`config.mk`:
```
export PLATFORM = sky130hd
export DESIGN_NAME = rcf_top
export DESIGN_NICKNAME = d
export VERILOG_FILES = /design/src/rcf_pkg.sv /design/src/rcf_top.sv
export SDC_FILE = /design/constraint.sdc
export NUM_CORES = 1
export LEC_CHECK = 0
export ABC_AREA = 1
export BUFFER_PORTS_ARGS = -buffer_cell sky130_fd_sc_hd__buf_2
export CAP_MARGIN = 5
export CORE_MARGIN = 4
export CORE_UTILIZATION = 25
export CTS_BUF_LIST = sky130_fd_sc_hd__clkbuf_16
export CTS_CLUSTER_DIAMETER = 100
export CTS_CLUSTER_SIZE = 12
export DETAILED_ROUTE_END_ITERATION = 10
export SLEW_MARGIN = 20
export SYNTH_ARGS = -nofsm -noshare
export SYNTH_HDL_FRONTEND = slang
export SYNTH_SLANG_ARGS = --single-unit
```
`constraint.sdc`:
```
create_clock -name mclk -period 3 [get_ports mclk]
set_input_delay 0.3 -clock mclk [delete_from_list [all_inputs] [get_ports mclk]]
set_output_delay 0.3 -clock mclk [all_outputs]
set_load 0.05 [all_outputs]
```
`src/rcf_pkg.sv`:
```
// Register map, field layout and reset values of the regulator block
package rcf_pkg;
  localparam int NBUCK = 4;
  localparam int NLDO = 8;
  localparam int NSRC = 12;
  // Register byte offsets
  localparam logic [7:0] OFS_BUCK_CTRL = 8'h00;
  localparam logic [7:0] OFS_LDO_CTRL = 8'h04;
  localparam logic [7:0] OFS_PG_STAT = 8'h08;
  localparam logic [7:0] OFS_IRQ_STAT = 8'h0c;
  localparam logic [7:0] OFS_IRQ_MASK = 8'h10;
  localparam logic [7:0] OFS_BANK0 = 8'h20;
  localparam logic [7:0] OFS_BANK1 = 8'h30;
  localparam logic [7:0] OFS_LDO_CODE = 8'h40;
  // Field positions
  localparam int BUCK_EN_LSB = 0;
  localparam int BUCK_FIE_LSB = 8;
  localparam int LDO_EN_LSB = 0;
  localparam int LDO_PD_LSB = 8;
  localparam int LDO_FIE_LSB = 16;
  localparam int PG_LDO_LSB = 4;
  // Reset values; the codes stand in for the factory defaults
  localparam logic [3:0] BUCK_EN_RST = 4'hf;
  localparam logic [7:0] LDO_EN_RST = 8'hff;
  localparam logic [5:0] BUCK_CODE_RST = 6'h18;
  localparam logic [5:0] LDO_CODE_RST = 6'h39;
  // Code encoding and analog thresholds, for reference
  localparam int VCODE_ZERO_MV = 600;
  localparam int PG_BUCK_PCT = 7;
  localparam int PG_LDO_PCT = 11;
  localparam logic [1:0] RESP_OKAY = 2'h0;
  localparam logic [1:0] RESP_SLVERR = 2'h2;

  typedef struct packed {
    logic [2:0] range;
    logic [2:0] step;
  } rcf_vcode_type;

  typedef struct packed {
    logic [7:0] addr;
    logic [31:0] data;
    logic [3:0] strb;
  } rcf_wreq_type;
endpackage : rcf_pkg

```
`src/rcf_top.sv`:
```
// Regulator control, power-good and fault interrupt logic behind AXI4-Lite
`timescale 1ns/1ps
module rcf_top (
  input wire logic mclk,
  input wire logic rst,
  input wire logic s_awvalid,
  output logic s_awready,
  input wire logic [7:0] s_awaddr,
  input wire logic s_wvalid,
  output logic s_wready,
  input wire logic [31:0] s_wdata,
  input wire logic [3:0] s_wstrb,
  output logic s_bvalid,
  input wire logic s_bready,
  output logic [1:0] s_bresp,
  input wire logic s_arvalid,
  output logic s_arready,
  input wire logic [7:0] s_araddr,
  output logic s_rvalid,
  input wire logic s_rready,
  output logic [31:0] s_rdata,
  output logic [1:0] s_rresp,
  input wire logic [3:0] voltage_bank_pin,
  input wire logic [3:0] buck_pg_in,
  input wire logic [7:0] ldo_pg_in,
  output logic [3:0] buck_on,
  output rcf_pkg::rcf_vcode_type [3:0] buck_code,
  output logic [7:0] ldo_on,
  output rcf_pkg::rcf_vcode_type [7:0] ldo_code,
  output logic [7:0] ldo_discharge,
  output logic fault_irq_n,
  output logic irq
);
  logic [3:0] buck_fie;
  logic [7:0] ldo_pd;
  logic [7:0] ldo_fie;
  rcf_pkg::rcf_vcode_type bank0 [4];
  rcf_pkg::rcf_vcode_type bank1 [4];
  rcf_pkg::rcf_vcode_type ldo_reg [8];
  logic [11:0] irq_status;
  logic [11:0] irq_mask;
  logic [11:0] pend;
  logic [11:0] read_seen;
  logic [11:0] en_all;
  logic [11:0] pg_all;
  logic [11:0] fie_all;
  logic [11:0] fault_now;
  logic [11:0] clr_ok;
  logic [11:0] next_pend;
  logic aw_held;
  logic w_held;
  rcf_pkg::rcf_wreq_type wreq;
  logic do_write;
  logic next_aw_held;
  logic next_w_held;
  logic next_rvalid;
  logic ar_fire;
  logic [31:0] wmask;
  logic [31:0] wword;
  logic [32:0] cur_word;
  logic [32:0] rd_word;
  logic pg_read;

  // Expand byte strobes to a bit mask
  function automatic logic [31:0] strb_mask(input logic [3:0] s);
    strb_mask = {{8{s[3]}}, {8{s[2]}}, {8{s[1]}}, {8{s[0]}}};
  endfunction : strb_mask

  // Register read view, bit 32 flags a mapped address
  function automatic logic [32:0] reg_word(input logic [7:0] a);
    reg_word = {1'b1, 32'h0};
    if (a == rcf_pkg::OFS_BUCK_CTRL) begin
      reg_word[rcf_pkg::BUCK_EN_LSB +: 4] = buck_on;
      reg_word[rcf_pkg::BUCK_FIE_LSB +: 4] = buck_fie;
    end else if (a == rcf_pkg::OFS_LDO_CTRL) begin
      reg_word[rcf_pkg::LDO_EN_LSB +: 8] = ldo_on;
      reg_word[rcf_pkg::LDO_PD_LSB +: 8] = ldo_pd;
      reg_word[rcf_pkg::LDO_FIE_LSB +: 8] = ldo_fie;
    end else if (a == rcf_pkg::OFS_PG_STAT) begin
      reg_word[11:0] = pg_all;
    end else if (a == rcf_pkg::OFS_IRQ_STAT) begin
      reg_word[11:0] = irq_status;
    end else if (a == rcf_pkg::OFS_IRQ_MASK) begin
      reg_word[11:0] = irq_mask;
    end else if (a[7:4] == rcf_pkg::OFS_BANK0[7:4] && a[1:0] == 2'h0) begin
      reg_word[5:0] = bank0[a[3:2]];
    end else if (a[7:4] == rcf_pkg::OFS_BANK1[7:4] && a[1:0] == 2'h0) begin
      reg_word[5:0] = bank1[a[3:2]];
    end else if (a[7:5] == rcf_pkg::OFS_LDO_CODE[7:5] && a[1:0] == 2'h0) begin
      reg_word[5:0] = ldo_reg[a[4:2]];
    end else begin
      reg_word = 33'h0;
    end
  endfunction : reg_word

  // Flat views of per-regulator state, bucks in the low bits
  assign en_all = {ldo_on, buck_on};
  assign pg_all = {ldo_pg_in, buck_pg_in};
  assign fie_all = {ldo_fie, buck_fie};

  // Write channel holding; address and data are taken in either order
  assign do_write = aw_held && w_held && !s_bvalid;
  assign next_aw_held = (aw_held && !do_write) || (s_awvalid && s_awready);
  assign next_w_held = (w_held && !do_write) || (s_wvalid && s_wready);
  assign wmask = strb_mask(wreq.strb);
  assign wword = (cur_word[31:0] & ~wmask) | (wreq.data & wmask);

  // Views through the decoder; a process so register changes are seen too
  always_comb begin
    cur_word = reg_word(wreq.addr);
    rd_word = reg_word(s_araddr);
  end

  always_ff @(posedge mclk) begin
    if (rst) begin
      aw_held <= 1'b0;
      w_held <= 1'b0;
      s_awready <= 1'b0;
      s_wready <= 1'b0;
      wreq <= '0;
    end else begin
      aw_held <= next_aw_held;
      w_held <= next_w_held;
      s_awready <= !next_aw_held;
      s_wready <= !next_w_held;
      if (s_awvalid && s_awready) begin
        wreq.addr <= s_awaddr;
      end
      if (s_wvalid && s_wready) begin
        wreq.data <= s_wdata;
        wreq.strb <= s_wstrb;
      end
    end
  end

  // Write response; unmapped addresses answer with a slave error
  always_ff @(posedge mclk) begin
    if (rst) begin
      s_bvalid <= 1'b0;
      s_bresp <= rcf_pkg::RESP_OKAY;
    end else if (do_write) begin
      s_bvalid <= 1'b1;
      s_bresp <= cur_word[32] ? rcf_pkg::RESP_OKAY : rcf_pkg::RESP_SLVERR;
    end else if (s_bready) begin
      s_bvalid <= 1'b0;
    end
  end

  // Read channel; one read in flight, data captured at address handshake
  assign ar_fire = s_arvalid && s_arready;
  assign next_rvalid = (s_rvalid && !s_rready) || ar_fire;
  assign pg_read = ar_fire && s_araddr == rcf_pkg::OFS_PG_STAT;

  always_ff @(posedge mclk) begin
    if (rst) begin
      s_rvalid <= 1'b0;
      s_arready <= 1'b0;
      s_rdata <= 32'h0;
      s_rresp <= rcf_pkg::RESP_OKAY;
    end else begin
      s_rvalid <= next_rvalid;
      s_arready <= !next_rvalid;
      if (ar_fire) begin
        s_rdata <= rd_word[31:0];
        s_rresp <= rd_word[32] ? rcf_pkg::RESP_OKAY : rcf_pkg::RESP_SLVERR;
      end
    end
  end

  // Control registers; enables and codes start at their defaults
  always_ff @(posedge mclk) begin
    if (rst) begin
      buck_on <= rcf_pkg::BUCK_EN_RST;
      buck_fie <= 4'h0;
      ldo_on <= rcf_pkg::LDO_EN_RST;
      ldo_pd <= 8'h0;
      ldo_fie <= 8'h0;
      irq_mask <= 12'h0;
    end else if (do_write) begin
      if (wreq.addr == rcf_pkg::OFS_BUCK_CTRL) begin
        buck_on <= wword[rcf_pkg::BUCK_EN_LSB +: 4];
        buck_fie <= wword[rcf_pkg::BUCK_FIE_LSB +: 4];
      end
      if (wreq.addr == rcf_pkg::OFS_LDO_CTRL) begin
        ldo_on <= wword[rcf_pkg::LDO_EN_LSB +: 8];
        ldo_pd <= wword[rcf_pkg::LDO_PD_LSB +: 8];
        ldo_fie <= wword[rcf_pkg::LDO_FIE_LSB +: 8];
      end
      if (wreq.addr == rcf_pkg::OFS_IRQ_MASK) begin
        irq_mask <= wword[11:0];
      end
    end
  end

  // Voltage code registers, 6 bits each
  always_ff @(posedge mclk) begin
    if (rst) begin
      for (int i = 0; i < rcf_pkg::NBUCK; i++) begin
        bank0[i] <= rcf_pkg::BUCK_CODE_RST;
        bank1[i] <= rcf_pkg::BUCK_CODE_RST;
      end
      for (int i = 0; i < rcf_pkg::NLDO; i++) begin
        ldo_reg[i] <= rcf_pkg::LDO_CODE_RST;
      end
    end else if (do_write && cur_word[32]) begin
      if (wreq.addr[7:4] == rcf_pkg::OFS_BANK0[7:4]) begin
        bank0[wreq.addr[3:2]] <= wword[5:0];
      end
      if (wreq.addr[7:4] == rcf_pkg::OFS_BANK1[7:4]) begin
        bank1[wreq.addr[3:2]] <= wword[5:0];
      end
      if (wreq.addr[7:5] == rcf_pkg::OFS_LDO_CODE[7:5]) begin
        ldo_reg[wreq.addr[4:2]] <= wword[5:0];
      end
    end
  end

  // Regulator drive outputs; one cycle behind the pin and the registers
  always_ff @(posedge mclk) begin
    if (rst) begin
      buck_code <= {rcf_pkg::NBUCK{rcf_pkg::BUCK_CODE_RST}};
      ldo_code <= {rcf_pkg::NLDO{rcf_pkg::LDO_CODE_RST}};
      ldo_discharge <= 8'h0;
    end else begin
      for (int i = 0; i < rcf_pkg::NBUCK; i++) begin
        buck_code[i] <= voltage_bank_pin[i] ? bank1[i] : bank0[i];
      end
      for (int i = 0; i < rcf_pkg::NLDO; i++) begin
        ldo_code[i] <= ldo_reg[i];
      end
      // Discharge only while off, one cycle late, so a newly enabled output is still loaded for its first cycle
      ldo_discharge <= ldo_pd & ~ldo_on;
    end
  end

  // Fault latch: set by an enabled regulator with its fault enable set and under threshold, released
  // only once it recovers or is off and the flag has been read
  assign fault_now = fie_all & en_all & ~pg_all;
  assign clr_ok = read_seen & (~en_all | pg_all);
  assign next_pend = fault_now | (pend & ~clr_ok);

  always_ff @(posedge mclk) begin
    if (rst) begin
      pend <= 12'h0;
      read_seen <= 12'h0;
      fault_irq_n <= 1'b1;
    end else begin
      pend <= next_pend;
      // A read while still low counts; release waits for recovery or switch-off
      read_seen <= next_pend & (read_seen | {12{pg_read}});
      fault_irq_n <= ~|next_pend;
    end
  end

  // Sticky event status, write one to clear; a new fault wins the clear
  always_ff @(posedge mclk) begin
    if (rst) begin
      irq_status <= 12'h0;
      irq <= 1'b0;
    end else begin
      if (do_write && wreq.addr == rcf_pkg::OFS_IRQ_STAT) begin
        irq_status <= (irq_status & ~(wreq.data[11:0] & wmask[11:0]))
                      | (next_pend & ~pend);
      end else begin
        irq_status <= irq_status | (next_pend & ~pend);
      end
      irq <= |(irq_status & irq_mask);
    end
  end
endmodule : rcf_top

```
==> results.cfg, run 1 <==
[yosys]
ys_ff_latch = 329
synth_area_sq_um = 14300
avgSynthCellArea_sq_um = 7.83
netlist_instances = 1831
ys_types = 38
synth_edf_count = 96
yosys_warnings = 0
yosysSeqAreaShare_pct = 52.6
synth_ff_type = dfxtp_1
ys_async_sr_fraction_pct = 0

[drt]
vias_per_cell = 4.78
drt_first_pass_iters = 5
route.detailed.drc = 0
avgRoutedWirePerCell_um = 19.3
drt_iter0_drc = 1251
dr_total_vias = 13500
ant_nets = 0
wl_mm = 54.2

[floorplan]
design.core.area_sq_um = 56600
std_cell_rows = 87
io_pins = 210
dieArea_sq_um = 61200
die_h_um = 247
start_util_pct = 25.3
dieWidth_um = 247

[worst_setup_path]
worstPathCellList = nand2_2, nor2_2, nand2_2, nor2_4, nor2_1, a21oi_4, nand2_2, nor2_4, nand2_4, nor2_4, inv_2, nand2_1
rr_worst_depth = 12
r2r-end = ldo_reg[7][4]
crit_slowest_cell = dfxtp_1
cp_slowest_stage_delay_ns = 0.48
critPathKind = register to register
endpoint_kind = register
arrival_ns = 2.96
crit_required_ns = 3.25
startpoint_type = register
r2r_slack_ns = 0.30
critPathMaxFanout = 7
reg2reg_from = wreq[40]

[power_and_ir_drop]
worst_ir_drop_vdd_v = 0.000443
power.density_nw_per_um2 = 547
p_leak_nw = 6.98
power.total_mw = 9.48

[timing]
timing.final.ws_setup_ns = 0.297
finalClockSkew_ns = 0.0164
period_needed_ns = 2.70
tightest_slew_ns = 0.925
finalSetupTns_ns = 0
hold_viol_final = 0
clock.fmax_mhz = 370
finalSetupViolations = 0
grt_setup_unrepaired = false
period_share_pct = 90.1
slew_headroom_pct = 38.2
report.final.slew_viol_count = 0

[clocking]
holdBufCountCts = 25
cts_inserted_buffers = 31
cts_post_setup_buffers_inserted = 0
h-tree-depth = 1
clk_latency_ns = 0.59
cts-root-buf = clkbuf_16
cts_sinks = 329
clkTransAtPathRegs_ns = 0.06
ctsLongestPathBuffers = 3
cts_resized = 0
cts_tree = built

[final_layout]
stdcell_count = 2813
syn_to_final_growth_pct = 20.8
layout-drive-gt1-share_pct = 16.3
fin_nets = 2116

[global_route]
first_global_vias = 12900
grt_pass1_wl_mm = 79.3
grt_util_all_layers_pct = 17.0
grt_max_degree = 119
antenna_found_initial = 2
grt_overflow = 0

[placed_design]
dpl_worst_slack_ns = 0.331
place_inst = 2739
dp_hpwl_mm = 40.7
gp_congestion = 0.920
io_buffers = 190

[flow_run]
maxCapViolations = 0

[status]
outcome = complete, no violations

[min_path]
min_from = s_wdata[1]
hp-class = primary input to register
min_path_cells = 3
hold_end = wreq[5]
[cells in the mapped netlist, types with 15 or more instances]
cell        n  share of area, %
a21oi_1   162               5.7
clkbuf_1   53               1.4
dfxtp_1   233                33
edfxtp_1   96                20
inv_1     195               5.1
inv_2      28              0.73
nand2_1   399                10
nand3_1    92               3.2
nand4_1    27               1.2
nor2_1    214               5.6
nor3_1     26              0.91
o211ai_1   15              0.79
o21ai_0   152               5.3
o22ai_1    17              0.74
[stage by stage]
| stage | hold slack (ns) | utilization, % | instance area, sq um |
|---|---|---|---|
| after floorplan | 0.394 | - | 14400 |
| after global placement | 0.438 | 28.6 | 16200 |
| after detailed placement | 0.441 | 28.6 | 16200 |
| after CTS | 0.000452 | 30.6 | 17300 |
| after global routing | 0.0286 | 30.6 | 17300 |
| final | 0.0113 | 30.6 | 17300 |
[how the worst max path moves through the flow]
stage	startpoint	end	slack, ns	cells past startpoint
2_1_floorplan	s_bvalid	ldo_reg[7][0]	0.73	9
3_3_place_gp	wreq[40]	ldo_reg[7][3]	0.42	12
3_5_place_dp	wreq[40]	ldo_reg[7][3]	0.33	12
4_1_cts	wreq[40]	ldo_reg[7][4]	0.32	12
5_1_grt	wreq[36]	bank1[0][4]	0.19	14
6_report	wreq[40]	ldo_reg[7][4]	0.30	12
[cell families (layout without fill, tap and decap cells)]
| group | after synthesis | after routing | synth area share (%) |
|---|---|---|---|
| and+or+nand+nor | 806 | 806 | 24.0 |
| AOI/OAI and AO/OA | 387 | 387 | 14.9 |
| DFF | 329 | 329 | 52.6 |
| buffers and inverters | 308 | 523 | 8.45 |
| other | 1 | 12 | 0.0262 |
[layout by cell type (no fill, tap or decap), drive strengths merged, types with 3 or more instances in the layout]
cell type and instances:
nor3 28, nor2 237, inv 238, nand3 92, o2111ai 7, buf 227
conb 10, o21a 12, a21oi 163, or2 9, a221oi 3, o22ai 17
dlygate4sd3 25, nand2 409, nand4 27, edfxtp 96, a22oi 4, clkbuf 31
o211ai 15, o21ai 152, o221ai 10, dfxtp 233
[report_power, final]
| group | switching (mW) | internal [mW] | leakage [nW] |
|---|---|---|---|
| logic | 0.923 | 0.291 | 3.80 |
| registers | 0.0778 | 4.66 | 2.72 |
| clock network | 1.69 | 1.83 | 0.466 |
| total | 2.69 | 6.79 | 6.98 |
[metal layers]
metal	share of wire [%]	wire, um	track usage (%)	vias up
met5	0.024	13	0	-
met1	43	23300	22.9	6338
met2	45	24500	27.3	576
met3	7.3	3960	2.37	134
li1	-	-	-	6403
met4	4.4	2400	7.13	2
[critical path, delay by kind of cell, from the launching register on]
kind                   cells  cell delay, ns
AO/OA/AOI/OAI              1            0.23
buffers and inverters      1            0.06
flip-flops                 1            0.48
AND/OR/NAND/NOR           10            1.58
[cell type report]
| class | count | area [sq um] |
|---|---|---|
| Inverter | 224 | 842 |
| Fill cell | 6037 | 39300 |
| Antenna cell | 2 | 5.00 |
| Clock buffer | 31 | 776 |
| Sequential cell | 329 | 7550 |
| Timing Repair Buffer | 252 | 1520 |
| Tap cell | 756 | 946 |
| Multi-Input combinational cell | 1203 | 5610 |
| Clock inverter | 16 | 65.1 |
No activity file was read; power rests on OpenSTA's default activity.
==> run 2, diff against run 1 <==
--- a/config.mk
+++ b/config.mk
@@ -8,6 +8,7 @@
 export ABC_AREA = 1
 export BUFFER_PORTS_ARGS = -buffer_cell sky130_fd_sc_hd__buf_2
 export CAP_MARGIN = 5
+export CORE_ASPECT_RATIO = 0.75
 export CORE_MARGIN = 4
 export CORE_UTILIZATION = 25
 export CTS_BUF_LIST = sky130_fd_sc_hd__clkbuf_16
==> run 2 against run 1 <==
Core utilization rose by 0.35 points; global-route usage fell by 0.29 points; highest routed layer unchanged; critical path depth did not move; via count fell by 0.54%; die area barely moved; sequential power barely moved; register-to-register slack got worse by 0.14 ns; final area rose by 0.59%; combinational power barely moved.
==> results.cfg, run 2 (synthesis gave the netlist of run 1 again) <==
[flow_run]
maxCapViolations = 0

[floorplan]
dieWidth_um = 285
start_util_pct = 25.5
die_h_um = 215
dieArea_sq_um = 61300
io_pins = 210
design.core.area_sq_um = 56300
std_cell_rows = 75

[power_and_ir_drop]
power.total_mw = 9.51
pwr-share-seq_pct = 50.0
swShare_pct = 28.4
intPower_mw = 6.81
clockPowerShare_pct = 37.4
power.density_nw_per_um2 = 546
worst_ir_drop_vdd_v = 0.000442
p_sw_mw = 2.70
pwr-share-comb_pct = 12.7
p_leak_nw = 7.05

[worst_setup_path]
critPathMaxFanout = 7
startpoint_type = register
r2r_slack_ns = 0.15
crit_family = simple AND/OR/NAND/NOR gates
cp_slowest_stage_delay_ns = 0.61
endpoint_kind = register
critPathKind = register to register
worstPathCellList = nand2_2, nor2_2, nand2_2, nor2_4, nor2_1, a21oi_4, nand2_2, nor2_4, nand2_4, nor2_4, inv_2, nand2_1
path_buf_inv = 1
arrival_ns = 3.09
crit_required_ns = 3.25
crit_slowest_cell = dfxtp_1

[clocking]
cts_tree = built
cts_post_setup_buffers_inserted = 0
cts_inserted_buffers = 31
cts_sinks = 329
h-tree-depth = 1
clkTransAtPathRegs_ns = 0.08
cts-root-buf = clkbuf_16
ctsLongestPathBuffers = 3
clk_latency_ns = 0.61

[timing]
finalClockSkew_ns = 0.0433
slew_headroom_pct = 50.1
period_share_pct = 94.9
period_needed_ns = 2.85
clock.fmax_mhz = 351
hold_viol_final = 0
finalSetupTns_ns = 0
grt_setup_unrepaired = false
report.final.slew_viol_count = 0
tightest_slew_ns = 0.748
finalSetupViolations = 0

[status]
outcome = complete, no violations

[final_layout]
final_common_cell = nand2_1
fin_nets = 2129
register_area_sq_um = 7550
finalCoreUtilization_pct = 30.9
mostFrequentLayoutCells = 399 x nand2_1, 233 x dfxtp_1, 214 x nor2_1
final.fill_count = 6019
syn_to_final_growth_pct = 21.5
layout-drive-gt1-share_pct = 16.6
multiInputGateArea_sq_um = 5620

[placed_design]
gp_congestion = 0.944
io_buffers = 190
dp_hpwl_mm = 41.7

[global_route]
grt_pass1_wl_mm = 78.8
grt_util_all_layers_pct = 16.7
first_global_vias = 12800
grt_max_degree = 68
antenna_found_initial = 5
grt_overflow = 0

[drt]
route.detailed.drc = 0
dr_total_vias = 13400
drt_iter0_drc = 1622
vias_per_cell = 4.78
wl_mm = 53.6
ant_nets = 0
drt_first_pass_iters = 6
avgRoutedWirePerCell_um = 19.1

[min_path]
hp-class = primary input to register
## run 2: changes by cell type in the layout (fill, tap and decap cells not counted)
cell and change:
diode_2 +1, nor2_4 +1, nor2_2 -1, dlygate4sd3_1 +5
buf_4 +8, inv_16 +1, inv_1 -1
## run 2: power by group through the flow
stage / clock network (mW) / logic, mW / registers (mW)
after CTS: 3.63 / 1.19 / 4.75
after floorplan: 0 / 0.619 / 4.93
after global placement: 0 / 1.15 / 4.84
final: 3.56 / 1.20 / 4.75
after global routing: 3.80 / 1.29 / 4.76
after detailed placement: 0 / 1.15 / 4.85
## run 2: per-stage QoR
| stage | setup WS [ns] | std cells | cell area [sq um] | hold slack (ns) |
|---|---|---|---|---|
| 6_report | 0.154 | 2802 | 17400 | 0.0214 |
| 3_5_place_dp | 0.229 | 2722 | 16200 | 0.436 |
| 4_1_cts | 0.185 | 2799 | 17400 | 0.00242 |
| 5_1_grt | 0.0514 | 2802 | 17400 | 0.0140 |
| 3_3_place_gp | 0.290 | 2722 | 16200 | 0.433 |
| 2_1_floorplan | 0.735 | 1840 | 14400 | 0.394 |
## run 2: final cells by class
| type | instances | area share, % |
|---|---|---|
| sequential | 329 | 43.3 |
| timing repair buffer | 265 | 9.35 |
| clock buffer | 31 | 4.45 |
| clock inverter | 16 | 0.467 |
| antenna | 3 | 0.0431 |
| multi-input combinational | 1203 | 32.3 |
| inverter | 224 | 4.84 |
| tap | 731 | 5.25 |
## run 2: path summary, 6_finish.rpt
check | from | end | cells past startpoint
worst max-delay path | wreq[40] | ldo_reg[7][4] | 12
worst min-delay path | s_wdata[11] | wreq[15] | 3
worst max register to register | wreq[40] | ldo_reg[7][4] | 12
worst min register to register | ldo_pd[7] | ldo_pd[7] | 2
## run 2: tightest hold or removal path: cells and delay by family
kind            cells  cell delay (ns)
compound gates      1             0.11
simple gates        1             0.09
buf+inv             1             0.08
## run 2: routing by layer
| metal | vias up | global-route usage (%) | share of wire (%) |
|---|---|---|---|
| met5 | - | 0 | 0.048 |
| met4 | 4 | 3.63 | 2.1 |
| met3 | 76 | 3.85 | 9.3 |
| met2 | 564 | 24.9 | 42 |
| met1 | 6310 | 24.5 | 47 |
| li1 | 6426 | - | - |
## run 2: timing repair
item / 4_1_cts / 5_1_grt
setup endpoints to repair: 0 / 23
endpoints found under the hold margin: 35 / 0
hold buffers: 30 / 0
resized for setup: 0 / 1
==> run 3, diff against run 2 <==
--- a/config.mk
+++ b/config.mk
@@ -15,6 +15,7 @@
 export CTS_CLUSTER_DIAMETER = 100
 export CTS_CLUSTER_SIZE = 12
 export DETAILED_ROUTE_END_ITERATION = 10
+export RECOVER_POWER = 100
 export SLEW_MARGIN = 20
 export SYNTH_ARGS = -nofsm -noshare
 export SYNTH_HDL_FRONTEND = slang
==> constraint.sdc (replaced) <==
create_clock -name mclk -period 3 [get_ports mclk]
set_input_delay 0.3 -clock mclk [delete_from_list [all_inputs] [get_ports mclk]]
set_output_delay 0.3 -clock mclk [all_outputs]
set_load 0.01 [all_outputs]
==> run 3 against run 2 <==
Clock-buffer cell count unchanged; via count up 0.64%; global-route usage up 0.22 points; maximum frequency up 3.3%; die area unchanged; final area down 1.3%; register-to-register slack better by 0.09 ns; sequential power about the same; total power down 1.7%; critical path type unchanged; largest power group unchanged.
==> results.cfg, run 3 (synthesis gave the netlist of run 1 again) <==
[status]
outcome = complete, no violations

[timing]
grt_setup_unrepaired = false
period_needed_ns = 2.75
hold_ws_ns = 0.00202
finalSetupViolations = 0
hold_viol_final = 0
timing.final.ws_setup_ns = 0.246
slew_headroom_pct = 5.77
finalSetupTns_ns = 0
clock.fmax_mhz = 363
period_share_pct = 91.8
report.final.slew_viol_count = 0
tightest_slew_ns = 1.41
finalClockSkew_ns = 0.0385

[drt]
drt_iter0_drc = 1594
wl_mm = 54.2
ant_nets = 0
avgRoutedWirePerCell_um = 19.3
route.detailed.drc = 0
drt_first_pass_iters = 7
dr_total_vias = 13500
vias_per_cell = 4.80

[clocking]
cts_inserted_buffers = 31
cts-root-buf = clkbuf_16
ctsLongestPathBuffers = 3
cts_sinks = 329
h-tree-depth = 1
cts_tree = built
clk_latency_ns = 0.61
clkTransAtPathRegs_ns = 0.08

[final_layout]
layout-drive-gt1-share_pct = 9.57
register_area_sq_um = 7550
final_common_cell = nand2_1
final.fill_count = 6130
fin_nets = 2130
multiInputGateArea_sq_um = 5590
syn_to_final_growth_pct = 19.9
mostFrequentLayoutCells = 400 x nand2_1, 232 x dfxtp_1, 219 x nor2_1

[worst_setup_path]
startpoint_type = register
endpoint_kind = register
startpoint = wreq[40]
crit_family = simple AND/OR/NAND/NOR gates
critPathKind = register to register
worstPathCellList = nand2_2, nor2_2, nand2_2, nor2_4, nor2_1, a21oi_4, nand2_2, nor2_4, nand2_4, nor2_2, inv_2, nand2_1
crit_required_ns = 3.25
arrival_ns = 3.00
reg2reg_from = wreq[40]
crit_top_cell = nand2_2
crit_slowest_cell = dfxtp_2
critPathMaxFanout = 7
path_buf_inv = 1
cp_slowest_stage_delay_ns = 0.46

[global_route]
first_global_vias = 12700
grt_pass1_wl_mm = 79.8
antenna_found_initial = 5
grt_overflow = 0
grt_max_degree = 68
grt_util_all_layers_pct = 16.9

[placed_design]
dp_hpwl_mm = 41.8
io_buffers = 190
gp_congestion = 0.946
dpl_worst_slack_ns = 0.208

[floorplan]
die_h_um = 215
start_util_pct = 25.5
dieWidth_um = 285
std_cell_rows = 75
io_pins = 210
design.core.area_sq_um = 56300
dieArea_sq_um = 61300

[power_and_ir_drop]
p_leak_nw = 6.66
power.density_nw_per_um2 = 544
worst_ir_drop_vdd_v = 0.000396

[flow_run]
maxCapViolations = 0

[min_path]
min_from = s_wdata[2]
hp-class = primary input to register
==> run 3: power by group <==
part           switching, mW  internal [mW]
Sequential            0.0865           4.67
Clock                   1.70           1.85
Combinational          0.773          0.281
Total                   2.56           6.79
==> run 3: final timing paths <==
path,to,slack (ns),depth (start not counted)
worst max-delay path,ldo_reg[2][3],0.25,12
worst min register to register,ldo_pd[4],0.45,2
worst max register to register,ldo_reg[2][3],0.25,12
worst min-delay path,wreq[6],0.002,3
==> run 3: worst min-delay path, cell delays in order <==
cell and delay (ns):
buf_2 0.09, o21ai_0 0.08, nor2_1 0.09
==> run 3: layout make-up <==
type,instances,area share (%)
inverter,224,4.90
clock inverter,15,0.451
multi-input combinational,1203,32.5
tap,731,5.32
antenna,6,0.0873
timing repair buffer,266,8.31
sequential,329,43.9
clock buffer,31,4.51
==> run 3: what timing repair did <==
| item | CTS | global route |
|---|---|---|
| hold buffers | 32 | 0 |
| endpoints found under the setup margin | 0 | 62 |
| gates resized for setup | 0 | 2 |
| hold endpoints to repair | 37 | 0 |
| buffers inserted | 0 | 0 |
==> run 3: through the flow <==
| step | area, sq um | power [mW] | util [%] | std cells |
|---|---|---|---|---|
| global route | 17200 | 9.70 | 30.5 | 2803 |
| CTS | 17400 | 9.43 | 30.9 | 2799 |
| global placement | 16200 | 5.87 | 28.8 | 2721 |
| finish | 17200 | 9.35 | 30.5 | 2805 |
| floorplan | 14400 | 5.42 | - | 1840 |
| detailed placement | 16200 | 5.88 | 28.8 | 2721 |
==> run 3: routing by layer <==
| layer | vias up | part of all wire (%) | GRT usage, % |
|---|---|---|---|
| met5 | - | 0.018 | 0 |
| met4 | 2 | 3.0 | 4.65 |
| met3 | 105 | 9.8 | 5.13 |
| met2 | 603 | 41 | 24.7 |
| met1 | 6311 | 46 | 24.1 |
| li1 | 6444 | - | - |
